[config.mk]
export PLATFORM = sky130hd
export DESIGN_NAME = csc_sram_ctrl
export DESIGN_NICKNAME = d
export VERILOG_FILES = /design/src/csc_pkg.sv /design/src/csc_sram_ctrl.sv
export SDC_FILE = /design/constraint.sdc
export NUM_CORES = 1
export LEC_CHECK = 0
export BUFFER_PORTS_ARGS = -buffer_cell sky130_fd_sc_hd__buf_2
export CAP_MARGIN = 20
export CELL_PAD_IN_SITES_DETAIL_PLACEMENT = 2
export CELL_PAD_IN_SITES_GLOBAL_PLACEMENT = 2
export CORE_ASPECT_RATIO = 1.1
export CORE_MARGIN = 8
export CORE_UTILIZATION = 45
export CTS_CLUSTER_DIAMETER = 100
export DETAILED_ROUTE_END_ITERATION = 8
export PLACE_DENSITY = 0.86
export RECOVER_POWER = 50
export SLEW_MARGIN = 20
export SYNTH_ARGS = -nofsm -noshare
export SYNTH_HDL_FRONTEND = slang
export SYNTH_SLANG_ARGS = --single-unit
[constraint.sdc]
create_clock -name clock_in -period 3.6 [get_ports clock_in]
set_input_delay 0.36 -clock clock_in [delete_from_list [all_inputs] [get_ports clock_in]]
set_output_delay 0.36 -clock clock_in [all_outputs]
set_load 0.02 [all_outputs]
[src/csc_pkg.sv]
package csc_pkg;
  localparam int ADDR_W = 6;
  localparam int DATA_W = 8;
  localparam int DEPTH  = 64;
  localparam int CNT_W  = 4;

  // Register byte offsets
  localparam logic [3:0] REG_CTRL   = 4'h0;
  localparam logic [3:0] REG_STATUS = 4'h4;
  localparam logic [3:0] REG_CYCLES = 4'h8;

  // Control fields
  localparam int CTRL_ACC_LSB = 0;
  localparam int CTRL_PRE_LSB = 8;
  localparam logic [CNT_W-1:0] ACC_DLY_RST = 4'h3;
  localparam logic [CNT_W-1:0] PRE_DLY_RST = 4'h2;

  // Status fields
  localparam int STAT_ADDR_LSB = 0;
  localparam int STAT_READY    = 8;
  localparam int STAT_SEL      = 9;
  localparam int STAT_ST_LSB   = 12;

  localparam logic [1:0] RESP_OKAY   = 2'h0;
  localparam logic [1:0] RESP_SLVERR = 2'h2;

  typedef enum logic [1:0] {
    ST_PRESET  = 2'b00,
    ST_DECODE  = 2'b01,
    ST_ACCESS  = 2'b10,
    ST_RECOVER = 2'b11
  } csc_state_t;

  typedef struct packed {
    logic              cycle_strobe;
    logic              select_n;
    logic              write_strobe_n;
    logic              output_gate;
    logic              output_inhibit;
    logic [ADDR_W-1:0] addr;
    logic [DATA_W-1:0] wdata;
  } csc_pin_in_t;

  typedef struct packed {
    logic              bitline_balancer;
    logic              bitline_assist_latch;
    logic              row_decode_strobe;
    logic              data_oe;
    logic [DATA_W-1:0] rdata;
  } csc_pin_out_t;
endpackage : csc_pkg

[src/csc_sram_ctrl.sv]
// Implementation choices: the AXI4-Lite interface to the registers and the address map.
`timescale 1ns/1ps
// Function
// - Balance bit lines only while strobe low
// - Assist latch on only after reference timing
// - Reference row fires every cycle
// - One column per data pair, no strobe
// - Address held, sensed data reaches output
// - Strobe fall isolates register, data kept
// - Strobe rise turns output off until access
// - Latched deselect keeps output off
// - Output on only when all gates agree
// - Write needs select, strobe high, write low
// - Write strobe never gates output buffer
// - Status comes from reference timing path
// - Status always driven, even deselected
// - Preset closes address, rows inactive
// - Strobe rise captures address, closes window
// - Status rises when output data valid
// - Status falls only after preset completes
module csc_sram_ctrl (
  input  wire logic                 clock_in,
  input  wire logic                 rst_n_in,
  input  wire logic                 clk_en_in,
  input  wire csc_pkg::csc_pin_in_t pins_in,
  output csc_pkg::csc_pin_out_t     pins_out,
  output logic                      status_ready_out,
  input  wire logic [31:0]          s_axi_awaddr_in,
  input  wire logic                 s_axi_awvalid_in,
  output logic                      s_axi_awready_out,
  input  wire logic [31:0]          s_axi_wdata_in,
  input  wire logic [3:0]           s_axi_wstrb_in,
  input  wire logic                 s_axi_wvalid_in,
  output logic                      s_axi_wready_out,
  output logic [1:0]                s_axi_bresp_out,
  output logic                      s_axi_bvalid_out,
  input  wire logic                 s_axi_bready_in,
  input  wire logic [31:0]          s_axi_araddr_in,
  input  wire logic                 s_axi_arvalid_in,
  output logic                      s_axi_arready_out,
  output logic [31:0]               s_axi_rdata_out,
  output logic [1:0]                s_axi_rresp_out,
  output logic                      s_axi_rvalid_out,
  input  wire logic                 s_axi_rready_in
);
  import csc_pkg::*;

  function automatic logic [1:0] reg_index(input logic [31:0] a);
    if (a[31:4] != 28'h000_0000 || a[1:0] != 2'b00) begin
      return 2'd3;
    end
    unique case (a[3:0])
      REG_CTRL:   return 2'd0;
      REG_STATUS: return 2'd1;
      REG_CYCLES: return 2'd2;
      default:    return 2'd3;
    endcase
  endfunction : reg_index

  logic [DATA_W-1:0] mem [DEPTH];

  csc_state_t        st_r, st_nxt;
  logic              ce_r, ce_nxt;
  logic [ADDR_W-1:0] addr_r, addr_nxt;
  logic              sel_r, sel_nxt;
  logic [CNT_W-1:0]  cnt_r, cnt_nxt;
  logic              dvalid_r, dvalid_nxt;
  logic              status_r, status_nxt;
  csc_pin_out_t      out_r, out_nxt;
  logic [CNT_W-1:0]  acc_dly_r, acc_dly_nxt;
  logic [CNT_W-1:0]  pre_dly_r, pre_dly_nxt;
  logic [15:0]       cycles_r, cycles_nxt;
  logic              wr_en;
  logic              rise;

  logic              aw_got_r, aw_got_nxt;
  logic              w_got_r, w_got_nxt;
  logic [31:0]       waddr_r, waddr_nxt;
  logic [31:0]       wdata_r, wdata_nxt;
  logic [3:0]        wstrb_r, wstrb_nxt;
  logic              awready_r, awready_nxt;
  logic              wready_r, wready_nxt;
  logic              bvalid_r, bvalid_nxt;
  logic [1:0]        bresp_r, bresp_nxt;
  logic              arready_r, arready_nxt;
  logic              rvalid_r, rvalid_nxt;
  logic [1:0]        rresp_r, rresp_nxt;
  logic [31:0]       rdata_r, rdata_nxt;
  logic [31:0]       status_word;

  assign rise  = pins_in.cycle_strobe && !ce_r;
  // Write strobe is only looked at in the decode and access phases
  assign wr_en = sel_r && pins_in.cycle_strobe && !pins_in.write_strobe_n &&
                 (st_r == ST_DECODE || st_r == ST_ACCESS);

  always_comb begin
    st_nxt     = st_r;
    ce_nxt     = pins_in.cycle_strobe;
    addr_nxt   = addr_r;
    sel_nxt    = sel_r;
    cnt_nxt    = cnt_r;
    dvalid_nxt = dvalid_r;
    cycles_nxt = cycles_r;
    out_nxt    = out_r;
    unique case (st_r)
      ST_PRESET: begin
        if (rise) begin
          addr_nxt   = pins_in.addr;
          sel_nxt    = !pins_in.select_n;
          cnt_nxt    = acc_dly_r;
          dvalid_nxt = 1'b0;
          st_nxt     = ST_DECODE;
        end
      end
      ST_DECODE: begin
        // Reference row delay models select reaching end of row
        if (!pins_in.cycle_strobe) begin
          st_nxt  = ST_RECOVER;
          cnt_nxt = pre_dly_r;
        end else if (cnt_r == '0) begin
          st_nxt        = ST_ACCESS;
          dvalid_nxt    = 1'b1;
          out_nxt.rdata = mem[addr_r];
          cycles_nxt    = cycles_r + 16'h0001;
        end else begin
          cnt_nxt = cnt_r - 4'h1;
        end
      end
      ST_ACCESS: begin
        if (!pins_in.cycle_strobe) begin
          st_nxt  = ST_RECOVER;
          cnt_nxt = pre_dly_r;
        end else begin
          out_nxt.rdata = mem[addr_r];
        end
      end
      ST_RECOVER: begin
        if (cnt_r == '0) begin
          st_nxt = ST_PRESET;
        end else begin
          cnt_nxt = cnt_r - 4'h1;
        end
      end
    endcase
    // Balancer only in preset phases with the strobe low
    out_nxt.bitline_balancer = !pins_in.cycle_strobe &&
                               (st_nxt == ST_PRESET || st_nxt == ST_RECOVER);
    out_nxt.bitline_assist_latch = (st_nxt == ST_ACCESS);
    out_nxt.row_decode_strobe    = (st_nxt == ST_DECODE || st_nxt == ST_ACCESS);
    // Status replicates the data path; it stays driven when deselected
    status_nxt = (st_nxt == ST_ACCESS) ||
                 (st_nxt == ST_RECOVER && status_r);
    // Write strobe deliberately absent from the enable term
    out_nxt.data_oe = dvalid_nxt && sel_nxt && pins_in.output_gate &&
                      !pins_in.output_inhibit;
  end

  always_ff @(posedge clock_in or negedge rst_n_in) begin
    if (!rst_n_in) begin
      st_r     <= ST_PRESET;
      ce_r     <= 1'b0;
      addr_r   <= '0;
      sel_r    <= 1'b0;
      cnt_r    <= '0;
      dvalid_r <= 1'b0;
      status_r <= 1'b0;
      out_r    <= '0;
      cycles_r <= '0;
    end else if (clk_en_in) begin
      st_r     <= st_nxt;
      ce_r     <= ce_nxt;
      addr_r   <= addr_nxt;
      sel_r    <= sel_nxt;
      cnt_r    <= cnt_nxt;
      dvalid_r <= dvalid_nxt;
      status_r <= status_nxt;
      out_r    <= out_nxt;
      cycles_r <= cycles_nxt;
    end
  end

  // Array has no reset; contents are undefined until written
  always_ff @(posedge clock_in) begin
    if (clk_en_in && wr_en) begin
      mem[addr_r] <= pins_in.wdata;
    end
  end

  assign pins_out         = out_r;
  assign status_ready_out = status_r;

  always_comb begin
    status_word = '0;
    status_word[STAT_ADDR_LSB +: ADDR_W] = addr_r;
    status_word[STAT_READY]              = status_r;
    status_word[STAT_SEL]                = sel_r;
    status_word[STAT_ST_LSB +: 2]        = st_r;
  end

  always_comb begin
    aw_got_nxt  = aw_got_r;
    w_got_nxt   = w_got_r;
    waddr_nxt   = waddr_r;
    wdata_nxt   = wdata_r;
    wstrb_nxt   = wstrb_r;
    bvalid_nxt  = bvalid_r;
    bresp_nxt   = bresp_r;
    rvalid_nxt  = rvalid_r;
    rresp_nxt   = rresp_r;
    rdata_nxt   = rdata_r;
    acc_dly_nxt = acc_dly_r;
    pre_dly_nxt = pre_dly_r;
    if (s_axi_awvalid_in && awready_r) begin
      aw_got_nxt = 1'b1;
      waddr_nxt  = s_axi_awaddr_in;
    end
    if (s_axi_wvalid_in && wready_r) begin
      w_got_nxt = 1'b1;
      wdata_nxt = s_axi_wdata_in;
      wstrb_nxt = s_axi_wstrb_in;
    end
    if (bvalid_r && s_axi_bready_in) begin
      bvalid_nxt = 1'b0;
    end else if (aw_got_r && w_got_r && !bvalid_r) begin
      aw_got_nxt = 1'b0;
      w_got_nxt  = 1'b0;
      bvalid_nxt = 1'b1;
      bresp_nxt  = RESP_OKAY;
      unique case (reg_index(waddr_r))
        2'd0: begin
          if (wstrb_r[0]) begin
            acc_dly_nxt = wdata_r[CTRL_ACC_LSB +: CNT_W];
          end
          if (wstrb_r[1]) begin
            pre_dly_nxt = wdata_r[CTRL_PRE_LSB +: CNT_W];
          end
        end
        2'd1, 2'd2: ;
        2'd3: bresp_nxt = RESP_SLVERR;
      endcase
    end
    if (rvalid_r && s_axi_rready_in) begin
      rvalid_nxt = 1'b0;
    end else if (s_axi_arvalid_in && arready_r) begin
      rvalid_nxt = 1'b1;
      rresp_nxt  = RESP_OKAY;
      rdata_nxt  = '0;
      unique case (reg_index(s_axi_araddr_in))
        2'd0: begin
          rdata_nxt[CTRL_ACC_LSB +: CNT_W] = acc_dly_r;
          rdata_nxt[CTRL_PRE_LSB +: CNT_W] = pre_dly_r;
        end
        2'd1: rdata_nxt = status_word;
        2'd2: rdata_nxt[15:0] = cycles_r;
        2'd3: rresp_nxt = RESP_SLVERR;
      endcase
    end
    awready_nxt = !aw_got_nxt && !bvalid_nxt;
    wready_nxt  = !w_got_nxt && !bvalid_nxt;
    arready_nxt = !rvalid_nxt;
  end

  always_ff @(posedge clock_in or negedge rst_n_in) begin
    if (!rst_n_in) begin
      aw_got_r  <= 1'b0;
      w_got_r   <= 1'b0;
      waddr_r   <= '0;
      wdata_r   <= '0;
      wstrb_r   <= '0;
      awready_r <= 1'b0;
      wready_r  <= 1'b0;
      bvalid_r  <= 1'b0;
      bresp_r   <= RESP_OKAY;
      arready_r <= 1'b0;
      rvalid_r  <= 1'b0;
      rresp_r   <= RESP_OKAY;
      rdata_r   <= '0;
      acc_dly_r <= ACC_DLY_RST;
      pre_dly_r <= PRE_DLY_RST;
    end else if (clk_en_in) begin
      aw_got_r  <= aw_got_nxt;
      w_got_r   <= w_got_nxt;
      waddr_r   <= waddr_nxt;
      wdata_r   <= wdata_nxt;
      wstrb_r   <= wstrb_nxt;
      awready_r <= awready_nxt;
      wready_r  <= wready_nxt;
      bvalid_r  <= bvalid_nxt;
      bresp_r   <= bresp_nxt;
      arready_r <= arready_nxt;
      rvalid_r  <= rvalid_nxt;
      rresp_r   <= rresp_nxt;
      rdata_r   <= rdata_nxt;
      acc_dly_r <= acc_dly_nxt;
      pre_dly_r <= pre_dly_nxt;
    end
  end

  assign s_axi_awready_out = awready_r;
  assign s_axi_wready_out  = wready_r;
  assign s_axi_bvalid_out  = bvalid_r;
  assign s_axi_bresp_out   = bresp_r;
  assign s_axi_arready_out = arready_r;
  assign s_axi_rvalid_out  = rvalid_r;
  assign s_axi_rresp_out   = rresp_r;
  assign s_axi_rdata_out   = rdata_r;
endmodule : csc_sram_ctrl

Yosys cells after proc, flatten, opt, wreduce, memory -nomap -nowiden
Memory sizes are Yosys's and may differ from the RTL's.
Cells that the tools add are included.

operators by class
  $add $sub $neg = 2
  eq/ne operators = 19
  muxes and demuxes = 55
  bitwise operators = 2
  reduce and logical (&&, ||, !) cells = 57

operator list
  cell                                           count
  nonzero test 28 bit                            2
  two-way mux 2 bit                              15
  two-way mux 8 bit                              3
  one-hot mux 4 bit (3 select lines)             2
  two-way mux 1 bit                              23
  logical AND 1 bit                              19
  adder 16 x 1 -> 16 bit, second input constant  1
  two-way mux 4 bit                              4
  one-hot mux 4 bit (2 select lines)             2
  one-hot mux 4 bit (4 select lines)             1
  one-hot mux 8 bit (2 select lines)             1
  AND reduction 5 bit                            3
  == test 2 bit, second input constant           7
  logical NOT 4 bit                              3
  one-hot mux 2 bit (3 select lines)             2
  AND reduction 3 bit                            4
  logical NOT 1 bit                              10
  == test 4 x 3 -> 1 bit, second input constant  2
  == test 4 bit, second input constant           2
  logical NOT 2 bit                              4
  inequality test 2 bit, second input constant   4
  one-hot mux 2 bit (4 select lines)             1
  == test 2 x 1 -> 1 bit, second input constant  3
  logical OR 1 bit                               6
  7 further kinds                                11

word-level totals
  bits in registers = 125
  bits in writable memories = 512
  input port bits = 127
  memories = 1

memory list
  memory  words  width  rd ports  clocked after Yosys merged registers in  wr ports  RTL line             RTL
  mem     64     8      1         0                                        1         csc_sram_ctrl.sv:60  logic [DATA_W-1:0] mem [DEPTH];

Logic depth before layout (Yosys ltp)
Gate-level depths: netlist (run 1).

  depth in word-level cells = 10
  gate-level depth with buffers = 11
  mapped depth without buffers = 10

Least setup slack after synthesis (run 1)
Ideal clock, no wire load.

  kind = register to register
  from = register addr_r[2]
  to = memory mem[56][0], enable pin
  setup time = 0.371 ns
  data arrival time = 2.165 ns
  data required time = 3.229 ns
  path slack = 1.065 ns
  cell stages (with the launch flop) = 9
  path buffers = 5
  period minus slack after synthesis = 2.535 ns
  cell sequence = dfrtp_1 > buf_4 > buf_2 > buf_6 > buf_4 > buf_6 > nor4_1 > nand2_1 > nor2_1

RTL lines
  item                    RTL line              RTL
  start, declared         csc_sram_ctrl.sv:64   logic [ADDR_W-1:0] addr_r, addr_nxt;
  start signal, assigned  csc_sram_ctrl.sv:172  addr_r <= addr_nxt;
  end, declared           csc_sram_ctrl.sv:60

Straight into the memory's write port.

Worst setup path after layout (run 1)
  from = register st_r[1]
  to = register out_r, in the netlist pins_out[0]

between the ends
  word-level cells in the longest chain between the ends = 3
  elaborated cells on any way between the ends = 8
  classes of those cells = eq/ne (5); mux (1); reduce/logical (2)

RTL lines
  item                                                                    RTL line              RTL
  start, declared                                                         csc_sram_ctrl.sv:62   csc_state_t st_r, st_nxt;
  start signal, assigned                                                  csc_sram_ctrl.sv:170  st_r <= st_nxt;
  == test 2 x 1 -> 1 bit or == test 2 bit (tied branches)                 csc_sram_ctrl.sv:105  unique case (st_r)
  inequality test 2 x 1 -> 1 bit (no line), or another cell as far along  -
  AND reduction 5 bit (no line)                                           -
  end signal, assigned                                                    csc_sram_ctrl.sv:177  out_r <= out_nxt;
  end, declared                                                           csc_sram_ctrl.sv:69   csc_pin_out_t out_r, out_nxt;

Several ways; a longest one is shown, not always the timed one.
A chain may end at the register's enable or synchronous reset.

==> results of run 1 <==
==> cell type report <==
cell class              instances  area [µm²]  share of cell area [%]
flip-flops and latches        631       18400                    60.7
multi-input cells             841        6540                    21.6
repair buffers                314        2130                    7.05
clock buffers                  87        1860                    6.13
well taps                     744         931                    3.07
clock inverters                33         385                    1.27
inverters                      16        60.1                   0.198
diodes                          3        7.51                  0.0248
==> registers in the layout, summed over array words and instances (netlist names), 2 cells and up <==
register and cells:
cycles_r 16, wstrb_r 2, pins_out 12, mem 512, addr_r 6, cnt_r 4
st_r 2, wdata_r 8, s_axi_rdata_out 16, waddr_r 32, pre_dly_r 4, acc_dly_r 4
==> worst reg2reg max path, cell delays in order, from the launching register on <==
cell and delay (ps):
dfrtp_1 450, inv_1 200, ha_1 430, nand4bb_1 190, a21oi_1 650, o21ai_0 290
nor4_1 420, o211ai_1 260, o32a_1 400
==> path summary, 6_finish.rpt <==
| check | startpoint | to | slack, ps | depth (start not counted) |
|---|---|---|---|---|
| worst max-delay path | st_r[1] | pins_out[0] | 180 | 8 |
| worst min-delay path | pins_in[12] | addr_r[4] | 10 | 2 |
| worst max register to register | st_r[1] | pins_out[0] | 180 | 8 |
| worst min register to register | cycles_r[15] | cycles_r[15] | 480 | 1 |
| max in group asynchronous | rst_n_in | addr_r[0] | 1500 | 2 |
| min in group asynchronous | rst_n_in | acc_dly_r[3] | 780 | 2 |
==> Yosys cell counts (4+ instances only) <==
cell / instances
a211oi_1: 7
a21o_1: 5
a21oi_1: 40
a221o_1: 7
a221oi_1: 62
a222oi_1: 6
a22o_1: 13
a22oi_1: 46
a31oi_1: 7
and3_1: 6
and4_1: 4
buf_1: 7
buf_2: 35
buf_4: 24
buf_6: 8
clkbuf_1: 41
dfrtp_1: 116
edfxtp_1: 512
ha_1: 13
inv_1: 13
mux2_1: 9
mux2_2: 108
mux2i_1: 36
mux4_2: 38
nand2_1: 88
nand3_1: 15
nand3b_1: 4
nand4_1: 12
nor2_1: 106
nor2b_1: 7
nor3_1: 8
nor4_1: 17
o211ai_1: 5
o21ai_0: 45
o22ai_1: 23
o2bb2ai_1: 5
o31ai_1: 14
o32a_1: 4
xnor2_1: 11
xor2_1: 6
==> per-stage QoR <==
step / instance area, µm² / hold slack, ps / utilization, % / cells
3_5_place_dp: 27700 / 466 / 49.4 / 2507
3_3_place_gp: 27700 / 458 / 49.4 / 2507
6_report: 30300 / 11.9 / 54.1 / 2669
4_1_cts: 30300 / 0.279 / 54.1 / 2665
2_1_floorplan: 25600 / 64.4 / - / 1603
5_1_grt: 30300 / 4.52 / 54.1 / 2669
==> layer usage <==
metal	track usage (%)	share of wire, %	vias to the layer above
li1	-	-	6819
met1	35.6	37	9010
met2	52.0	51	1031
met3	5.57	7.4	306
met4	13.6	4.9	0
met5	0	0	-
==> logic make-up (layout without fill, tap and decap cells) <==
family | count (synthesis) | after routing
AO/OA/AOI/OAI | 312 | 312
XOR/XNOR | 17 | 17
adder cells (fa/ha/maj) | 13 | 13
buffers and inverters | 131 | 450
flip-flops | 631 | 631
multiplexers | 191 | 191
other | 1 | 21
AND/OR/NAND/NOR | 290 | 290
==> where the power goes <==
group	internal [mW]	switching, mW
sequential	8.36	0.864
combinational	2.60	4.53
clock	4.29	3.06
total	15.3	8.46
==> timing repair <==
action                                 in CTS  in global routing
endpoints found under the hold margin      95                  1
hold buffers                               38                  1
setup buffers                               0                  0
==> results.ini, run 1 <==
[timing]
slew_violations = 520
fin_tns_setup_ps = 0
layout_setup_ws_ps = 176
final.min_clock_period_ps = 3420
fin_worst_skew_ps = 28.4
hold_viol_final = 0
period_share_pct = 95.1
max_freq_mhz = 292
setup_viol = 0
max_slew_margin_pct = -56.2
rsz0062_at_grt = false
tightestPinTransition_ps = 2340

[synth]
synth.distinct_cells = 76
synth_top_family_by_area = multiplexers
synthXorXnorAreaFrac_pct = 0.584
synth_warnings = 0
ys_seq_area_share_pct = 71.9
synthMuxAreaShare_pct = 9.93
synth_edf_count = 512
synth_ff_type = edfxtp_1
synth_cells = 1586
synth_compound_area_share_pct = 8.92
synthSimpleGateAreaFrac_pct = 5.29
synth.largest_area_cell = edfxtp_1
synth_area_leaders = edfxtp_1 (60%), dfrtp_1 (11%), mux2_2 (4.8%)
synth_area_um2 = 25500
synth_fa_ha_area_share_pct = 0.637
synth_top_area_share_pct = 60.3
avgSynthCellArea_um2 = 16.1
synthArstFlopShare_pct = 18.9
ys_ff_latch = 631

[clock_tree]
clkTransAtPathRegs_ps = 60
htree_levels = 3
cts_tree = done
cts_resized = 0
clockRootBuffer = clkbuf_16
cts_buffers = 68
insertion_delay_ps = 620
clockBufferDepth = 3
cts_sinks = 631

[worst_setup_path]
cp.arrival_ps = 3890
slowest_stage = a21oi_1
worstSetupStartpointType = flip-flop
slowest_delay_ps = 650
critPathBufInv = 1
cp_max_fo = 11
path_cells = inv_1 > ha_1 > nand4bb_1 > a21oi_1 > o21ai_0 > nor4_1 > o211ai_1 > o32a_1
required_ps = 4070
worstSetupPathType = flip-flop to flip-flop
endpoint_kind = flip-flop
crit_family = compound AO/OA/AOI/OAI gates

[layout]
fin_nets = 2012
drive_gt1_share_pct = 26.8
final_common_cell = edfxtp_1
syn2layout_area_growth_pct = 18.7
final_cell_mix = edfxtp_1 (512), buf_4 (126), buf_2 (124), dfrtp_1 (113), mux2_2 (108)
fill_cells = 5023

[route]
vias = 17200
drtIter0Drc = 1751
routed_via_density = 6.43
drtPass1Iterations = 7
drc_errors = 0
wl_mm = 97.3
ant_nets = 0
wl_per_cell_um = 36.5

[global_routing]
grt.total_usage_pct = 29.7
antenna_found_initial = 2
first_global_vias = 19100
grt_pass1_wl_mm = 140
grt_overflow_total = 0
grt_max_degree = 61

[run_status]
status = complete, but fails checks
violations = capacitance limit, slew limit

[floorplan]
io_pins = 181
fp.dieH_um = 266
fp.dieArea_um2 = 64600
core_area_um2 = 56000
die_w_um = 243
rows = 91
start_util_pct = 45.5

[pwr]
vdd_drop_max_mv = 0.800
leakagePower_nw = 10.7
total_power_mw = 23.7
powerDensity_nw_per_um2 = 783

[placement]
pre_cts_slack_ps = 484
dpl.hpwl_mm = 57.8
place_congestion = 0.884
port_buffers = 136

[min_path]
hp-class = primary input to flip-flop

[job]
drv_cap = 14

No activity file was read; power rests on OpenSTA's default activity.
==> run 2, diff against run 1 <==
--- a/config.mk
+++ b/config.mk
@@ -7,14 +7,14 @@
 export LEC_CHECK = 0
 export BUFFER_PORTS_ARGS = -buffer_cell sky130_fd_sc_hd__buf_2
 export CAP_MARGIN = 20
-export CELL_PAD_IN_SITES_DETAIL_PLACEMENT = 2
-export CELL_PAD_IN_SITES_GLOBAL_PLACEMENT = 2
+export CELL_PAD_IN_SITES_DETAIL_PLACEMENT = 0
+export CELL_PAD_IN_SITES_GLOBAL_PLACEMENT = 1
 export CORE_ASPECT_RATIO = 1.1
 export CORE_MARGIN = 8
-export CORE_UTILIZATION = 45
+export CORE_UTILIZATION = 51
 export CTS_CLUSTER_DIAMETER = 100
 export DETAILED_ROUTE_END_ITERATION = 8
-export PLACE_DENSITY = 0.86
+export PLACE_DENSITY = 0.85
 export RECOVER_POWER = 50
 export SLEW_MARGIN = 20
 export SYNTH_ARGS = -nofsm -noshare
==> run 2 against run 1 <==
  * The flow still finishes with violations (capacitance limit, slew limit)
  * Design area decreased by 0.71%
  * Combinational power decreased by 11%
  * Clock power decreased by 9.1%
  * Largest cell class unchanged
  * Sequential power decreased by 2.4%
  * Via count decreased by 7.7%
  * Largest power group unchanged
  * Routed wire length decreased by 32%
==> results.ini, run 2 (synthesis gave the netlist of run 1 again) <==
[timing]
hold_viol_final = 0  ; unchanged
fin_tns_setup_ps = 0  ; unchanged
final.min_clock_period_ps = 2980  ; -442 ps
rsz0062_at_grt = false
fin_worst_skew_ps = 33.1  ; +4.66 ps
tightestPinTransition_ps = 3090  ; +747 ps
slew_violations = 555  ; +6.7%
max_freq_mhz = 335  ; +15%
setup_viol = 0  ; unchanged
period_share_pct = 82.8  ; -12 points
max_slew_margin_pct = -106  ; -50 points

[worst_setup_path]
worstSetupStartpoint = addr_r[1]
endpoint = pins_out[0]
worstReg2RegStart = addr_r[1]
worstSetupStartpointType = flip-flop
cp_max_fo = 33  ; +22
worstSetupPathType = flip-flop to flip-flop
cp.arrival_ps = 3550  ; -340 ps
endpoint_kind = flip-flop
r2r_cells = 7  ; -1
r2r-end = pins_out[0]
rrSetupSlack_ps = 620  ; +440 ps
required_ps = 4170  ; +100 ps

[layout]
drive_gt1_share_pct = 26.0  ; -0.80 points
final_cell_area_um2 = 30100  ; -0.71%
largest_reg_flops = 512  ; unchanged
syn2layout_area_growth_pct = 17.8
reg_top3 = mem: 512 flops, waddr_r: 32 flops
final_util_pct = 60.3  ; +6.3 points
regMostFlops = mem
fin_nets = 2002  ; -0.50%
final_common_cell = edfxtp_1
final_cell_mix = edfxtp_1 (512), buf_2 (127), dfrtp_1 (113), buf_4 (112), mux2_2 (108)

[route]
drc_errors = 0  ; unchanged
drtPass1Iterations = 5  ; -2
wl_per_cell_um = 25.6  ; -30%
drtIter0Drc = 1826  ; +4.3%
routed_via_density = 6.15  ; -4.3%
vias = 15800  ; -7.7%
ant_nets = 0  ; unchanged
wl_mm = 65.9  ; -32%

[global_routing]
grt.total_usage_pct = 22.6  ; -7.2 points
antenna_found_initial = 1  ; -1
grt_use_met2_pct = 36.3  ; -16 points
grt_overflow_total = 0  ; unchanged
first_global_vias = 16100  ; -16%
grt_max_degree = 73  ; +20%
grt_util_met1_pct = 29.4  ; -6.1 points
grt_pass1_wl_mm = 99.6  ; -29%
use_met3_pct = 4.74  ; -0.83 points
top_usage_layer = met2

[floorplan]
die_w_um = 229  ; -5.7%
fp.dieArea_um2 = 57500  ; -11%
core_area_um2 = 49800  ; -11%
fp.dieH_um = 251  ; -5.7%
start_util_pct = 51.2  ; +5.7 points
rows = 86  ; -5.5%
io_pins = 181  ; unchanged

[placement]
dpl.hpwl_mm = 42.0  ; -27%
place_area_um2 = 27500  ; -0.80%
place_congestion = 0.946  ; +7.1%
port_buffers = 136  ; unchanged

[pwr]
leakagePower_nw = 10.7  ; -0.76%
p_int_mw = 14.9  ; -2.2%
swShare_pct = 32.4  ; -3.3 points
combPwrFrac_pct = 28.9  ; -1.2 points
vdd_drop_max_mv = 0.665  ; -17%
p_clk_share_pct = 30.3  ; -0.7 points
p_switching_mw = 7.14  ; -16%
powerDensity_nw_per_um2 = 734  ; -6.3%
pwr-share-seq_pct = 40.8  ; +1.9 points

[clock_tree]
cts_resized = 0  ; unchanged
cts_tree = done
insertion_delay_ps = 640  ; +20 ps
clockRootBuffer = clkbuf_16
htree_levels = 2  ; -1
cts_sinks = 631  ; unchanged
cts_buffers = 60  ; -12%
clkTransAtPathRegs_ps = 60  ; about the same
clockBufferDepth = 3  ; unchanged

[job]
drv_cap = 10  ; -4

[run_status]
violations = capacitance limit, slew limit
status = complete, but fails checks

[min_path]
hp-class = primary input to flip-flop

run 2: changes by cell type in the layout (fill, tap and decap cells not counted), moves of 3 or more:
cell / before / now
clkinv_1: 12 / 16
bufinv_16: 9 / 12
clkbuf_16: 71 / 61
buf_4: 126 / 112
clkinv_2: 10 / 6
clkbuf_1: 33 / 22
clkinv_4: 0 / 3
buf_2: 124 / 127
dlygate4sd3_1: 39 / 54
run 2: cell type report:
cell class | instances | area (µm²)
antenna | 2 | 5.00
clock buffer | 71 | 1570
clock inverter | 41 | 522
fill | 3596 | 19800
inverter | 16 | 60.1
multi-input combinational | 841 | 6540
sequential | 631 | 18400
tap | 660 | 826
timing repair buffer | 312 | 2170
run 2: through the flow:
step / power (mW) / setup slack (ps) / instances / hold slack (ps)
after floorplan: 13.0 / 1060 / 1603 / 64.4
after global placement: 15.2 / 710 / 2406 / 431
final: 22.1 / 617 / 2574 / 75.9
after CTS: 22.0 / 666 / 2572 / 40.2
after global routing: 22.8 / 486 / 2573 / 78.6
after detailed placement: 15.3 / 681 / 2406 / 435
run 2: worst max-delay path, cell delays in order, from the launching register on:
cell      delay, ps
dfrtp_4         690
nor2_1          930
buf_4           370
a221oi_1        120
o22ai_1         250
nand2_1          80
o21ai_0         210
o32a_1          240
run 2: per-layer routing:
layer | wire [µm] | up-vias
met2 | 31400 | 919
met4 | 2900 | 0
met3 | 6470 | 172
met5 | 0 | -
li1 | - | 6797
met1 | 25100 | 7951
run 2: power by group through the flow:
| stage | clock network [mW] | registers [mW] | logic [mW] |
|---|---|---|---|
| after CTS | 6.75 | 8.98 | 6.30 |
| after global routing | 7.01 | 9.07 | 6.75 |
| after detailed placement | 0 | 9.13 | 6.21 |
| after floorplan | 0 | 8.85 | 4.14 |
| final | 6.68 | 9.01 | 6.38 |
| after global placement | 0 | 9.10 | 6.09 |
run 2: worst min-delay path by stage:
| stage | start | endpoint | slack, ps | depth (start not counted) |
|---|---|---|---|---|
| finish | pins_in[18] | pins_out[11] | 80 | 2 |
| floorplan | rst_n_in | acc_dly_r[2] | 60 | 0 |
| CTS | pins_in[18] | pins_out[11] | 40 | 2 |
| global route | pins_in[18] | pins_out[11] | 80 | 2 |
| global placement | rst_n_in | s_axi_rdata_out[0] | 430 | 1 |
| detailed placement | rst_n_in | s_axi_rdata_out[0] | 430 | 1 |
run 2: repair_timing:
item | in CTS | in global routing
setup buffers | 0 | 0
hold buffers | 54 | 0
hold endpoints to repair | 99 | 0
